<file path="config.mk">
export PLATFORM = sky130hd
export DESIGN_NAME = acc_cal_regs
export DESIGN_NICKNAME = d
export VERILOG_FILES = /design/src/design/acc_pkg.sv /design/src/design/acc_cal_regs.sv
export VERILOG_INCLUDE_DIRS = /design/src /design/src/design
export SDC_FILE = /design/constraint.sdc
export NUM_CORES = 1
export LEC_CHECK = 0
export ABC_CLOCK_PERIOD_IN_PS = 2200
export BUFFER_PORTS_ARGS = -buffer_cell sky130_fd_sc_hd__buf_4
export CAP_MARGIN = 20
export CORE_MARGIN = 5
export CORE_UTILIZATION = 40
export CTS_BUF_LIST = sky130_fd_sc_hd__clkbuf_4 sky130_fd_sc_hd__clkbuf_8 sky130_fd_sc_hd__clkbuf_16
export CTS_CLUSTER_SIZE = 10
export DETAILED_ROUTE_END_ITERATION = 12
export GPL_TIMING_DRIVEN = 0
export PLACE_DENSITY = 0.73
export SLEW_MARGIN = 20
export SYNTH_ARGS = -nofsm -noshare
export SYNTH_HDL_FRONTEND = slang
export SYNTH_SLANG_ARGS = --single-unit
</file>
<file path="constraint.sdc">
create_clock -name i_clk_sys -period 2.2 [get_ports i_clk_sys]
set_input_delay 0.11 -clock i_clk_sys [delete_from_list [all_inputs] [get_ports i_clk_sys]]
set_output_delay 0.11 -clock i_clk_sys [all_outputs]
set_load 0.005 [all_outputs]
</file>
<file path="src/design/acc_consts.svh">
// constants for the calibration control register bank
`ifndef ACC_CONSTS_SVH
`define ACC_CONSTS_SVH
// register indices (byte address is four times the index)
`define ACC_IDX_RUN 8'h61
`define ACC_IDX_CFG 8'h62
`define ACC_IDX_OFF 8'h64
`define ACC_IDX_AVG 8'h68
`define ACC_IDX_STAT 8'h6A
`define ACC_IDX_LINK 8'h70
`define ACC_IDX_PHASE 8'h71
// reset values
`define ACC_RST_RUN 8'h01
`define ACC_RST_CFG 8'h01
`define ACC_RST_OFF 8'h02
`define ACC_RST_AVG 8'h61
// field positions
`define ACC_BIT_BGOS 3
`define ACC_BIT_FGOS 2
`define ACC_BIT_BG 1
`define ACC_BIT_FG 0
// timing of the modelled calibration pass
`define ACC_PASS_US 20
`define ACC_CLK_MHZ 25
`define ACC_PASS_CYC (`ACC_PASS_US * `ACC_CLK_MHZ)
`define ACC_OFS_CYC 16'h0040
`endif

</file>
<file path="src/design/acc_pkg.sv">
// types for the calibration control register bank
package acc_pkg;
  typedef enum logic [2:0] {
    ST_HOLD,
    ST_FG_LIN,
    ST_FG_OFS,
    ST_BG_RUN,
    ST_HALTED,
    ST_DONE
  } acc_state_t;
endpackage

</file>
<file path="src/design/acc_cal_regs.sv">
// calibration control and status register bank with a calibration sequencer
// What this block does
// - run switch high runs, low holds reset
// - low run switch resets digital dividers
// - bit 3 background offset, needs background
// - bit 2 foreground offset, needs foreground
// - bit 1 enables background calibration
// - bit 0 selects foreground run or skip
// - converter-off field picks disabled sub-converter, one-hot select only while background calibration is off
// - bits 6:4 offset averaging, reset 6
// - bits 2:0 linearity averaging, reset 1
// - status: code 4:2, halted 1, done 0
// - halted flag on stop, clear on resume
// - complete flag high after finish or skip
`include "acc_consts.svh"
module acc_cal_regs
  import acc_pkg::*;
(
  input wire logic i_clk_sys, // 25 MHz clock
  input wire logic i_rst, // async reset, active high
  input wire logic i_ce, // clock enable, freezes state when low
  input wire logic [9:0] i_avs_address, // byte address
  input wire logic i_avs_read, // read request
  input wire logic i_avs_write, // write request
  input wire logic [31:0] i_avs_writedata, // write data
  input wire logic [3:0] i_avs_byteenable, // byte enables
  output logic [31:0] o_avs_readdata, // read data
  output logic o_avs_waitrequest, // stall
  output logic [1:0] o_avs_response, // 00 ok, 10 slave error
  output logic o_cal_rst, // calibration logic held in reset
  output logic o_div_rst, // digital and link clock dividers reset
  output logic o_serial_link_output_switch, // link enable
  output logic o_background_offset_on, // effective background offset
  output logic o_foreground_offset_on, // effective foreground offset
  output logic o_background_tracking_on, // background calibration on
  output logic [1:0] o_converter_off, // disabled sub-converter code
  output logic [2:0] o_sub_converter_off_onehot, // zero, one, two
  output logic [2:0] o_offset_averaging_depth, // offset averaging
  output logic [2:0] o_linearity_averaging_depth, // linearity averaging
  output logic o_foreground_complete_flag, // status bit 0
  output logic o_cal_halted // status bit 1
);

  // ==========================================================
  // state
  typedef struct packed {
    logic run;
    logic run_d;
    logic [3:0] cfg;
    logic [1:0] off;
    logic [2:0] ofs_depth;
    logic [2:0] lin_avg;
    logic link;
    logic halt_req;
    acc_state_t st;
    logic [15:0] cnt;
    logic fg_complete;
    logic halted;
    logic ack;
    logic [31:0] rdata;
    logic err;
  } acc_regs_t;

  acc_regs_t r_reg;
  acc_regs_t r_next;

  // ==========================================================
  // decode helpers
  function automatic logic idx_hit(input logic [9:0] addr, input logic [7:0] idx);
    idx_hit = (addr[9:2] == idx) && (addr[1:0] == 2'b00);
  endfunction

  function automatic logic [2:0] status_code(input acc_state_t s);
    case (s)
      ST_HOLD: status_code = 3'h0;
      ST_FG_LIN: status_code = 3'h1;
      ST_FG_OFS: status_code = 3'h2;
      ST_BG_RUN: status_code = 3'h3;
      ST_HALTED: status_code = 3'h4;
      ST_DONE: status_code = 3'h5;
      default: status_code = 3'h7;
    endcase
  endfunction

  logic mapped;
  logic req;
  logic fg_sel;
  logic bg_sel;
  logic [15:0] pass_cyc;
  assign req = (i_avs_read | i_avs_write) & ~r_reg.ack;
  assign mapped = idx_hit(i_avs_address, `ACC_IDX_RUN) | idx_hit(i_avs_address, `ACC_IDX_CFG)
    | idx_hit(i_avs_address, `ACC_IDX_OFF) | idx_hit(i_avs_address, `ACC_IDX_AVG)
    | idx_hit(i_avs_address, `ACC_IDX_STAT) | idx_hit(i_avs_address, `ACC_IDX_LINK)
    | idx_hit(i_avs_address, `ACC_IDX_PHASE);
  assign fg_sel = r_reg.cfg[`ACC_BIT_FG];
  assign bg_sel = r_reg.cfg[`ACC_BIT_BG];
  assign pass_cyc = 16'(`ACC_PASS_CYC);

  // ==========================================================
  // next state
  always_comb
  begin
    r_next = r_reg;
    r_next.ack = 1'b0;
    r_next.run_d = r_reg.run;
    // bus: one wait cycle, answer on the second edge
    if (req)
    begin
      r_next.ack = 1'b1;
      r_next.err = ~mapped;
      r_next.rdata = 32'h0000_0000;
      if (i_avs_write && i_avs_byteenable[0])
      begin
        if (idx_hit(i_avs_address, `ACC_IDX_RUN))
          r_next.run = i_avs_writedata[0];
        if (idx_hit(i_avs_address, `ACC_IDX_CFG))
          r_next.cfg = i_avs_writedata[3:0];
        if (idx_hit(i_avs_address, `ACC_IDX_OFF))
          r_next.off = i_avs_writedata[1:0];
        if (idx_hit(i_avs_address, `ACC_IDX_AVG))
        begin
          r_next.ofs_depth = i_avs_writedata[6:4];
          r_next.lin_avg = i_avs_writedata[2:0];
        end
        if (idx_hit(i_avs_address, `ACC_IDX_LINK))
          r_next.link = i_avs_writedata[0];
        if (idx_hit(i_avs_address, `ACC_IDX_PHASE))
          r_next.halt_req = i_avs_writedata[0];
      end
      if (i_avs_read)
      begin
        if (idx_hit(i_avs_address, `ACC_IDX_RUN))
          r_next.rdata = {31'h0, r_reg.run};
        if (idx_hit(i_avs_address, `ACC_IDX_CFG))
          r_next.rdata = {28'h0, r_reg.cfg};
        if (idx_hit(i_avs_address, `ACC_IDX_OFF))
          r_next.rdata = {30'h0, r_reg.off};
        if (idx_hit(i_avs_address, `ACC_IDX_AVG))
          r_next.rdata = {25'h0, r_reg.ofs_depth, 1'b0, r_reg.lin_avg};
        if (idx_hit(i_avs_address, `ACC_IDX_STAT))
          r_next.rdata = {27'h0, status_code(r_reg.st), r_reg.halted, r_reg.fg_complete};
        if (idx_hit(i_avs_address, `ACC_IDX_LINK))
          r_next.rdata = {31'h0, r_reg.link};
        if (idx_hit(i_avs_address, `ACC_IDX_PHASE))
          r_next.rdata = {31'h0, r_reg.halt_req};
      end
    end

    // calibration sequencer
    if (!r_reg.run)
    begin
      // held in reset while switch low
      r_next.st = ST_HOLD;
      r_next.cnt = 16'h0000;
    end
    else
    begin
      case (r_reg.st)
        ST_HOLD:
        begin
          if (!r_reg.run_d)
          begin
            r_next.fg_complete = 1'b0;
            r_next.halted = 1'b0;
            r_next.cnt = 16'h0000;
            if (fg_sel)
              r_next.st = ST_FG_LIN;
            else
            begin
              r_next.fg_complete = 1'b1;
              r_next.halted = ~bg_sel;
              r_next.st = bg_sel ? ST_BG_RUN : ST_DONE;
            end
          end
        end
        ST_FG_LIN:
        begin
          r_next.cnt = r_reg.cnt + 16'h0001;
          if (r_reg.cnt >= pass_cyc - 16'h0001)
          begin
            r_next.cnt = 16'h0000;
            if (r_reg.cfg[`ACC_BIT_FGOS])
              r_next.st = ST_FG_OFS;
            else
            begin
              r_next.fg_complete = 1'b1;
              r_next.halted = ~bg_sel;
              r_next.st = bg_sel ? ST_BG_RUN : ST_DONE;
            end
          end
        end
        ST_FG_OFS:
        begin
          r_next.cnt = r_reg.cnt + 16'h0001;
          if (r_reg.cnt >= `ACC_OFS_CYC - 16'h0001)
          begin
            r_next.cnt = 16'h0000;
            r_next.fg_complete = 1'b1;
            r_next.halted = ~bg_sel;
            r_next.st = bg_sel ? ST_BG_RUN : ST_DONE;
          end
        end
        ST_BG_RUN:
        begin
          if (r_reg.halt_req)
          begin
            r_next.halted = 1'b1;
            r_next.st = ST_HALTED;
          end
        end
        ST_HALTED:
        begin
          if (!r_reg.halt_req)
          begin
            r_next.halted = 1'b0;
            r_next.st = ST_BG_RUN;
          end
        end
        ST_DONE:
        begin
          if (bg_sel)
          begin
            r_next.halted = 1'b0;
            r_next.st = ST_BG_RUN;
          end
        end
        default:
          r_next.st = ST_HOLD;
      endcase
    end
  end

  // ==========================================================
  // registers
  // reset bytes kept with the other constants, fields sliced out here
  localparam logic [7:0] run_rst_val = `ACC_RST_RUN;
  localparam logic [7:0] cfg_rst_val = `ACC_RST_CFG;
  localparam logic [7:0] off_rst_val = `ACC_RST_OFF;
  localparam logic [7:0] avg_rst_val = `ACC_RST_AVG;
  always_ff @(posedge i_clk_sys or posedge i_rst)
  begin
    if (i_rst)
    begin
      r_reg <= '0;
      r_reg.run <= run_rst_val[0];
      r_reg.cfg <= cfg_rst_val[3:0];
      r_reg.off <= off_rst_val[1:0];
      r_reg.ofs_depth <= avg_rst_val[6:4];
      r_reg.lin_avg <= avg_rst_val[2:0];
      r_reg.st <= ST_HOLD;
    end
    else if (i_ce)
      r_reg <= r_next;
  end

  // ==========================================================
  // outputs
  // an ack frozen by a low enable must not finish a fresh request
  assign o_avs_waitrequest = (i_avs_read | i_avs_write) & ~(r_reg.ack & i_ce);
  assign o_avs_readdata = r_reg.rdata;
  assign o_avs_response = r_reg.err ? 2'b10 : 2'b00;
  assign o_cal_rst = ~r_reg.run;
  assign o_div_rst = ~r_reg.run;
  assign o_serial_link_output_switch = r_reg.link & r_reg.run;
  assign o_background_offset_on = r_reg.cfg[`ACC_BIT_BGOS] & bg_sel & r_reg.run;
  assign o_foreground_offset_on = r_reg.cfg[`ACC_BIT_FGOS] & fg_sel;
  assign o_background_tracking_on = bg_sel & r_reg.run;
  assign o_converter_off = r_reg.off;

  genvar g;
  generate
    for (g = 0; g < 3; g++)
    begin : g_off
      assign o_sub_converter_off_onehot[g] = ~bg_sel & (r_reg.off == 2'(g));
    end
  endgenerate

  assign o_offset_averaging_depth = r_reg.ofs_depth;
  assign o_linearity_averaging_depth = r_reg.lin_avg;
  assign o_foreground_complete_flag = r_reg.fg_complete;
  assign o_cal_halted = r_reg.halted;

  // ==========================================================
  // checks
  AST_RUN_LOW_HOLDS: assert property (@(posedge i_clk_sys) disable iff (i_rst)
    (i_ce && !r_reg.run) |=> (r_reg.st == ST_HOLD)) else $error("sequencer not held");
  AST_DIV_RESET: assert property (@(posedge i_clk_sys) disable iff (i_rst)
    o_div_rst == o_cal_rst) else $error("divider reset mismatch");
  AST_LINK_GATED: assert property (@(posedge i_clk_sys) disable iff (i_rst)
    o_serial_link_output_switch |-> r_reg.run) else $error("link on without run");
  AST_BGOS_NEEDS_BG: assert property (@(posedge i_clk_sys) disable iff (i_rst)
    o_background_offset_on |-> o_background_tracking_on) else $error("bg offset alone");
  AST_FGOS_NEEDS_FG: assert property (@(posedge i_clk_sys) disable iff (i_rst)
    (r_reg.st == ST_FG_OFS) |-> fg_sel) else $error("fg offset without fg");
  AST_SKIP_DONE: assert property (@(posedge i_clk_sys) disable iff (i_rst)
    (i_ce && r_reg.run && !r_reg.run_d && r_reg.st == ST_HOLD && !fg_sel) |=> r_reg.fg_complete)
    else $error("skip not complete");
  AST_OFF_ONEHOT: assert property (@(posedge i_clk_sys) disable iff (i_rst)
    $countones(o_sub_converter_off_onehot) <= 1) else $error("two converters off");
  AST_HALT_FLAG: assert property (@(posedge i_clk_sys) disable iff (i_rst)
    (i_ce && r_reg.run && r_reg.st == ST_BG_RUN && r_reg.halt_req) |=> o_cal_halted)
    else $error("halt not flagged");
  AST_RESTART_CLEARS: assert property (@(posedge i_clk_sys) disable iff (i_rst)
    (i_ce && r_reg.run && !r_reg.run_d && r_reg.st == ST_HOLD && fg_sel) |=> !r_reg.fg_complete)
    else $error("restart kept flag");
  AST_BUS_ANSWER: assert property (@(posedge i_clk_sys) disable iff (i_rst)
    (i_ce && req) ##1 i_ce |-> !o_avs_waitrequest)
    else $error("bus answer late");
  AST_RESUME_CLEARS: assert property (@(posedge i_clk_sys) disable iff (i_rst)
    (i_ce && r_reg.run && r_reg.st == ST_HALTED && !r_reg.halt_req) |=> !o_cal_halted)
    else $error("halted kept after resume");
  AST_COMPLETE_STAYS: assert property (@(posedge i_clk_sys) disable iff (i_rst)
    (i_ce && r_reg.run && r_reg.run_d && r_reg.fg_complete) |=> r_reg.fg_complete)
    else $error("complete flag dropped");
  AST_LIN_PASS_BOUND: assert property (@(posedge i_clk_sys) disable iff (i_rst)
    (r_reg.st == ST_FG_LIN) |-> (r_reg.cnt < pass_cyc))
    else $error("linearity pass overran");

endmodule // acc_cal_regs

</file>
==> results.tsv, run 1 <==
metric	value	unit
whs	0.0217	ns
start_util	40.7	%
gp_congestion	0.995	
relSlewSlack	51.4	%
slew_viol_final	0	
die_area	0.00911	mm^2
min_path_type	input port to flip-flop	
first_global_vias	2410	
num_vias	2617	
setup-violations-final	0	
dr.pass1.iters	5	
ys_warn_count	0	
timing_hold_violations_final	0	
fin_total_pwr	2.51	mW
whs_path_depth	2	
crit-reg2reg-launch	r_reg[36]	
ys_seq_area_share	39.7	%
cts_htree_levels	2	
synth_edf_count	0	
cts_tree	done	
clock-sinks	46	
fill_cells	658	
final_layout_size_suffix_gt1_share	35.7	%
clkSlewWorstSetupHoldPaths	0.10	ns
end_kind	flip-flop	
synthCells	328	
drt_wl_total	7140	um
synthArstFlopShare	100	%
cts_buffers	5	
worst-setup-path-type	flip-flop to flip-flop	
port-buffer-count	48	
finalCriticalPeriod	2.14	ns
ff2ff_setup_slack	0.06	ns
r2r_end	o_cal_halted	
vdd_drop_max	0.502	mV
ys_top_cells_by_area	dfrtp_1, buf_4, mux2_2, dfstp_2, nor2_1	
syn2layout_area_growth	28.2	%
worst-path-max-fanout	5	
dpl_worst_slack	-0.254	ns
fin_ws	0.0577	ns
rsz0062_at_grt	true	
whs_endpoint	o_offset_averaging_depth[2]	
num_io_pins	105	
drv_cap	0	
drc_errors	0	
worstMarginPinSlew	0.718	ns
drt_iter0_markers	104	
yosysMostFrequentCell	buf_4	
leakagePower	1.84	nW
critPathTopFamily	simple AND/OR/NAND/NOR gates	
fp-row-count	31	
antenna_found_initial	0	
ys_seq_elements	46	
outcome	completed	
hp-start	i_avs_writedata[6]	
slowest_delay	0.55	ns
antennaDiodeCount	0	
synth_common_cells	buf_4, dfrtp_1, nor2_1, nand2_1, o21ai_0	
dp_hpwl	5470	um
ys.flop_type	dfrtp_1	
critical_path_required	2.41	ns
max_freq	467	MHz
seq_area	0.00116	mm^2
fp.dieW	95.4	um
root_buffer	clkbuf_8	
clkLatencyLatePin	0.31	ns
utilization	52.2	%
via_per_inst	5.10	
drtAntennaViolNets	0	
slowest_stage	or4b_4	
clock_skew	0.0146	ns
yosysTopAreaCellShare	34.3	%
grt_usage	15.8	%
arrival	2.35	ns
fin_crit_sh	97.4	%
crit_buf_inv	0	
cp-start-kind	flip-flop	
avgSynthCellArea	8.90	um^2
multi_input_area	0.00151	mm^2
grt_pass1_wl	11400	um
netlist_area	0.00292	mm^2
largest_reg_flops	26	
crit_chain	ha_4 -> nor3_1 -> o311ai_4 -> nor2_2 -> or4b_4 -> a211o_1 -> a2bb2oi_1	
critical_path_cell_count	7	
coreArea	0.00718	mm^2
power_density	671	mW/mm^2
yosys.area.top_type	dfrtp_1	
grt_remaining_overflow	0	
clk_path_buf_depth	2	
fin_nets	465	
ff2ff_path_depth	7	
wl_per_cell	13.9	um
synth.distinct_cells	54	
die_h	95.4	um
grt_max_degree	26	
[cells by family (layout without fill, tap and decap cells)]
family / after synthesis / in the layout / share of synthesized area [%]
buffers and inverters: 68 / 129 / 14.3
xor gates and xnor gates: 4 / 4 / 1.20
other: 1 / 26 / 0.128
adders and majority gates: 1 / 1 / 0.428
DFF: 46 / 46 / 39.7
and+or+nand+nor: 118 / 118 / 20.6
AOI/OAI and AO/OA: 71 / 71 / 16.6
muxes: 19 / 19 / 7.16
[cells in the final DEF, fill, tap and decap left out, types with 6 or more instances in the layout]
cell | synthesis | routed
a21oi_1 | 11 | 11
and2_1 | 7 | 6
buf_4 | 43 | 97
conb_1 | 1 | 26
dfrtp_1 | 40 | 39
dfstp_2 | 6 | 6
inv_1 | 13 | 12
mux2_2 | 15 | 15
nand2_1 | 23 | 22
nand3_1 | 8 | 7
nor2_1 | 32 | 31
nor3_1 | 16 | 15
o21ai_0 | 21 | 21
[power breakdown]
group	leakage, nW	internal (mW)	total [mW]	switching [mW]
Combinational	1.20	0.419	0.975	0.555
Sequential	0.597	0.925	1.00	0.0746
Clock	0.0447	0.229	0.537	0.308
[per-layer routing]
layer  global-route usage [%]  up-vias  wire [um]
li1                         -     1277          -
met1                     19.8     1228       2990
met2                     27.1       98       3460
met3                     3.47       14        508
met4                     5.09        0        177
met5                        0        -          0
[per-stage QoR]
step | area, um^2 | cells | TNS [ns]
4_1_cts | 3700 | 511 | 0
3_3_place_gp | 3500 | 500 | -2.88
2_1_floorplan | 3010 | 353 | 0
6_report | 3740 | 513 | 0
3_5_place_dp | 3530 | 501 | -2.97
5_1_grt | 3740 | 513 | -0.114
[final cells by class]
cell class,count,area share (%)
Timing Repair Buffer,56,11.8
Clock inverter,3,0.668
Inverter,13,1.30
Buffer,52,9.66
Clock buffer,5,1.84
Multi-Input combinational cell,239,40.4
Sequential cell,46,31.0
Tap cell,99,3.31
[worst max path at each step]
stage | from | endpoint | slack, ns
after CTS | r_reg[36] | o_cal_halted | 0.0001
after floorplan | r_reg[36] | o_cal_halted | 0.1
final | r_reg[36] | o_cal_halted | 0.06
after global routing | r_reg[54] | r_reg[46] | -0.05
after detailed placement | r_reg[45] | r_reg[49] | -0.25
after global placement | r_reg[45] | r_reg[43] | -0.25
[timing repair]
item                                    in CTS  in global routing
pin swaps                                    3                  4
endpoints found under the setup margin      15                 18
setup buffers                                3                  3
resized for setup                           11                 12
hold endpoints to repair                    20                  0
hold buffers                                 1                  0
(Power assumes the default switching activity.)
==> inputs of run 2 (changes only) <==
Settings changed: CORE_UTILIZATION 40 to 45, PLACE_DENSITY 0.73 to 0.8.
==> results.tsv, run 2 (synthesis results as in run 1) <==
metric	value	unit	change
power_density	690	mW/mm^2	+2.9%
worst-setup-path-type	flip-flop to flip-flop		
p_comb_share	38.2	%	-0.6 points
slew_viol_final	0		unchanged
syn2layout_area_growth	27.3	%	
grt_usage	17.3	%	+1.5 points
fin_crit_sh	99.5	%	+2.1 points
slowest_delay	0.50	ns	-0.05 ns
first_global_vias	2415		+0.21%
dr.pass1.iters	4		-1
outcome	completed		
layout_commonest_cell	buf_4		
clock_skew	0.00516	ns	-0.00942 ns
crit_chain	ha_4 -> nand3_4 -> o211ai_1 -> nor4_4 -> or4b_4 -> a211o_1 -> a2bb2oi_1		
grt_max_degree	27		+3.8%
clock-sinks	46		unchanged
end_kind	flip-flop		
pwr-share-seq	39.0	%	-0.8 points
drv_cap	0		unchanged
rsz0062_at_grt	true		
drt_wl_total	7050	um	-1.3%
gp_congestion	0.909		-8.7%
num_io_pins	105		unchanged
swShare	34.8	%	-2.5 points
die_h	90.6	um	-5.1%
finalCriticalPeriod	2.19	ns	+0.0471 ns
critPathTopFamily	compound AO/OA/AOI/OAI gates		
cts_buffers	5		unchanged
clkSlewWorstSetupHoldPaths	0.08	ns	-0.02 ns
cts_htree_levels	2		unchanged
critical_path_cell_count	7		unchanged
vdd_drop_max	0.400	mV	-20%
cp-start-kind	flip-flop		
dr_wl_met3	445	um	-12%
port-buffer-count	48		unchanged
max_freq	457	MHz	-2.2%
antennaDiodeCount	0		unchanged
dpl_worst_slack	-0.308	ns	-0.0541 ns
grt_remaining_overflow	0		unchanged
dp_hpwl	5300	um	-3.1%
final_layout_size_suffix_gt1_share	35.8	%	+0.087 points
clkLatencyLatePin	0.29	ns	-0.02 ns
fin_tns_setup	0	ns	unchanged
die_area	0.00820	mm^2	-10%
top_layer	met4		
coreArea	0.00631	mm^2	-12%
drt_iter0_markers	149		+43%
num_vias	2582		-1.3%
worstMarginPinSlew	0.684	ns	-0.0343 ns
start_util	46.3	%	+5.6 points
final_cell_mix	buf_4, dfrtp_1, nor2_1		
largest_reg_flops	26		unchanged
relSlewSlack	54.1	%	+2.7 points
ff2ff_setup_slack	0.01	ns	-0.05 ns
timing_hold_violations_final	0		unchanged
leakagePower	1.84	nW	-0.13%
fp.dieW	90.6	um	-5.1%
fin_total_pwr	2.57	mW	+2.2%
power_switching	0.893	mW	-4.8%
crit_buf_inv	0		unchanged
arrival	2.37	ns	+0.02 ns
met2_length	3560	um	+2.7%
drtAntennaViolNets	0		unchanged
drc_errors	0		unchanged
grt_pass1_wl	11900	um	+3.9%
ff2ff_path_depth	7		unchanged
clkPwrFrac	22.9	%	+1.5 points
min_path_type	input port to flip-flop		
internal_power	1.67	mW	+6.3%
fin_nets	464		-0.22%
wl_per_cell	14.4	um	+3.3%
antenna_found_initial	0		unchanged
setup-violations-final	0		unchanged
clk_path_buf_depth	2		unchanged
via_per_inst	5.27		+3.3%
critical_path_required	2.38	ns	-0.03 ns
slowest_stage	or4b_4		
root_buffer	clkbuf_8		
fp-row-count	29		-6.5%
fin_ws	0.0105	ns	-0.0471 ns
whs_path_depth	2		unchanged
cts_tree	done		
worst-path-max-fanout	7		+2
wl_met1	2990	um	about the same
## run 2: final timing paths
check | start | to
worst max-delay path | r_reg[36] | o_cal_halted
worst min-delay path | i_avs_writedata[5] | o_offset_averaging_depth[1]
worst max register to register | r_reg[36] | o_cal_halted
worst min register to register | r_reg[0] | r_reg[0]
max in group asynchronous | i_rst | o_offset_averaging_depth[1]
min in group asynchronous | i_rst | r_reg[47]
## run 2: per-layer routing
| metal | vias up | GRT usage, % |
|---|---|---|
| met5 | - | 0 |
| met1 | 1230 | 21.4 |
| met2 | 76 | 29.8 |
| met4 | 0 | 4.59 |
| met3 | 6 | 4.33 |
| li1 | 1270 | - |
## run 2: power groups by stage
stage	Sequential, mW	Clock (mW)	Combinational (mW)
floorplan	0.994	0	0.638
global placement	1.01	0	0.844
detailed placement	1.01	0	0.862
CTS	0.999	0.608	0.944
global route	1.01	0.640	1.11
finish	1.00	0.587	0.980
## run 2: stage by stage
| step | cells | cell area (um^2) | util [%] | hold WS, ns |
|---|---|---|---|---|
| after floorplan | 353 | 3010 | - | 0.216 |
| after global placement | 478 | 3470 | 55.0 | 0.345 |
| after detailed placement | 479 | 3490 | 55.3 | 0.165 |
| after CTS | 489 | 3690 | 58.4 | 0.0372 |
| after global routing | 490 | 3720 | 58.9 | 0.0317 |
| final | 490 | 3720 | 58.9 | 0.0451 |
## run 2: final cells by class
cell class	instances	area, um^2
Multi-Input combinational cell	239	1510
Sequential cell	46	1160
Clock buffer	8	110
Buffer	52	362
Tap cell	77	96.3
Inverter	13	48.8
Fill cell	578	2590
Timing Repair Buffer	55	428
## run 2: timing repair
action | 4_1_cts | 5_1_grt
setup buffers | 3 | 2
hold buffers | 1 | 0
endpoints found under the hold margin | 20 | 0
endpoints found under the setup margin | 16 | 15
pin swaps | 5 | 3
resized for setup | 14 | 9
==> inputs of run 3 (changes only) <==
Settings changed: PLACE_DENSITY 0.8 to not set, PLACE_DENSITY_LB_ADDON set to 0.05.
==> results.tsv, run 3 (synthesis results as in run 1) <==
metric	value	unit	change
clk_path_buf_depth	2		unchanged
num_vias	2608		+1.0%
vdd_drop_max	0.609	mV	+52%
final_cell_mix	buf_4, dfrtp_1, nor2_1		
finalCriticalPeriod	2.15	ns	-0.0354 ns
antenna_found_initial	0		unchanged
leakagePower	1.86	nW	+1.4%
die_area	0.00820	mm^2	unchanged
critical_path_required	2.39	ns	about the same
dr.pass1.iters	4		unchanged
coreArea	0.00631	mm^2	unchanged
clkSlewWorstSetupHoldPaths	0.08	ns	about the same
gp_congestion	0.869		-4.4%
drc_errors	0		unchanged
grt_remaining_overflow	0		unchanged
timing_hold_violations_final	0		unchanged
rsz0062_at_grt	true		
cts_htree_levels	2		unchanged
relSlewSlack	55.6	%	+1.5 points
num_io_pins	105		unchanged
clock-sinks	46		unchanged
min_path_type	input port to flip-flop		
syn2layout_area_growth	28.3	%	
grt_pass1_wl	12200	um	+2.3%
grt_max_degree	28		+3.7%
root_buffer	clkbuf_8		
worst-setup-path-type	flip-flop to flip-flop		
final_layout_size_suffix_gt1_share	36.1	%	+0.29 points
ff2ff_path_depth	7		unchanged
end_kind	flip-flop		
grt_usage	17.7	%	+0.47 points
setup-violations-final	0		unchanged
max_freq	464	MHz	+1.6%
via_per_inst	5.27		about the same
clkLatencyLatePin	0.30	ns	about the same
largest_reg_flops	26		unchanged
ff2ff_setup_slack	0.05	ns	+0.04 ns
arrival	2.35	ns	-0.02 ns
utilization	59.4	%	+0.46 points
r2r_end	o_cal_halted		
start_util	46.3	%	unchanged
fin_nets	469		+1.1%
die_h	90.6	um	unchanged
fp.dieW	90.6	um	unchanged
fin_tns_setup	0	ns	unchanged
layout_commonest_cell	buf_4		
clock_skew	0.00607	ns	+0.000910 ns
fp-row-count	29		unchanged
fin_crit_sh	97.9	%	-1.6 points
cts_tree	done		
crit_end	o_cal_halted		
crit-reg2reg-launch	r_reg[36]		
power_density	709	mW/mm^2	+2.7%
cts_buffers	5		unchanged
drv_cap	0		unchanged
fin_ws	0.0459	ns	+0.0354 ns
first_global_vias	2453		+1.6%
fin_total_pwr	2.66	mW	+3.5%
drt_wl_total	7370	um	+4.5%
cp-start-kind	flip-flop		
drt_iter0_markers	129		-13%
slew_viol_final	0		unchanged
worst-path-max-fanout	5		-2
drtAntennaViolNets	0		unchanged
crit_path_start	r_reg[36]		
dpl_worst_slack	-0.380	ns	-0.0723 ns
dp_hpwl	5360	um	+1.1%
port-buffer-count	48		unchanged
antennaDiodeCount	0		unchanged
wl_per_cell	14.9	um	+3.5%
outcome	completed		
worstMarginPinSlew	0.661	ns	-0.0222 ns
## run 3: worst max-delay path, cell delays in order (launching register included)
cell and delay (ns):
dfrtp_1 0.40, ha_4 0.16, nand3_4 0.07, o211ai_1 0.33, nor4_4 0.11, or4b_4 0.55, a211o_1 0.26, a2bb2oi_1 0.15
## run 3: worst min path at each step
stage | start | end | slack [ns] | cells past startpoint
after floorplan | i_avs_writedata[0] | r_next[69] | 0.22 | 2
after global placement | i_avs_writedata[6] | o_offset_averaging_depth[2] | 0.34 | 2
after detailed placement | i_rst | r_reg[37] | 0.16 | 2
after CTS | i_avs_writedata[4] | o_offset_averaging_depth[0] | 0.03 | 2
after global routing | i_avs_writedata[6] | o_offset_averaging_depth[2] | 0.02 | 2
final | i_avs_writedata[6] | o_offset_averaging_depth[2] | 0.04 | 2
## run 3: metal layers
layer	track usage [%]	vias up	routed length (um)	part of all wire [%]
met5	0	-	0	0
met4	4.47	0	92	1.2
met3	5.08	9	595	8.1
met2	29.5	101	3600	49
met1	22.6	1215	3090	42
li1	-	1283	-	-
## run 3: layout make-up
type / instances / area, um^2
Fill cell: 589 / 2570
Buffer: 52 / 362
Sequential cell: 46 / 1160
Multi-Input combinational cell: 239 / 1500
Clock buffer: 7 / 83.8
Timing Repair Buffer: 60 / 465
Clock inverter: 1 / 30.0
Inverter: 13 / 48.8
Tap cell: 77 / 96.3
## run 3: timing repair
| item | 4_1_cts | 5_1_grt |
|---|---|---|
| hold buffers | 1 | 0 |
| buffers inserted | 7 | 3 |
| pin swaps | 6 | 3 |
| endpoints found under the hold margin | 15 | 0 |
| setup endpoints to repair | 19 | 18 |
| gates resized for setup | 11 | 9 |
## run 3: power by group
part / total (mW) / switching (mW) / internal (mW)
Combinational: 1.01 / 0.562 / 0.451
Sequential: 0.998 / 0.0735 / 0.925
Clock: 0.645 / 0.280 / 0.365
Total: 2.66 / 0.916 / 1.74
## run 3: through the flow
stage	cell area (um^2)	hold WS, ns	instances
after floorplan	3010	0.216	353
after global placement	3470	0.345	478
after detailed placement	3490	0.156	479
after CTS	3700	0.0347	493
after global routing	3750	0.0240	495
final	3750	0.0425	495
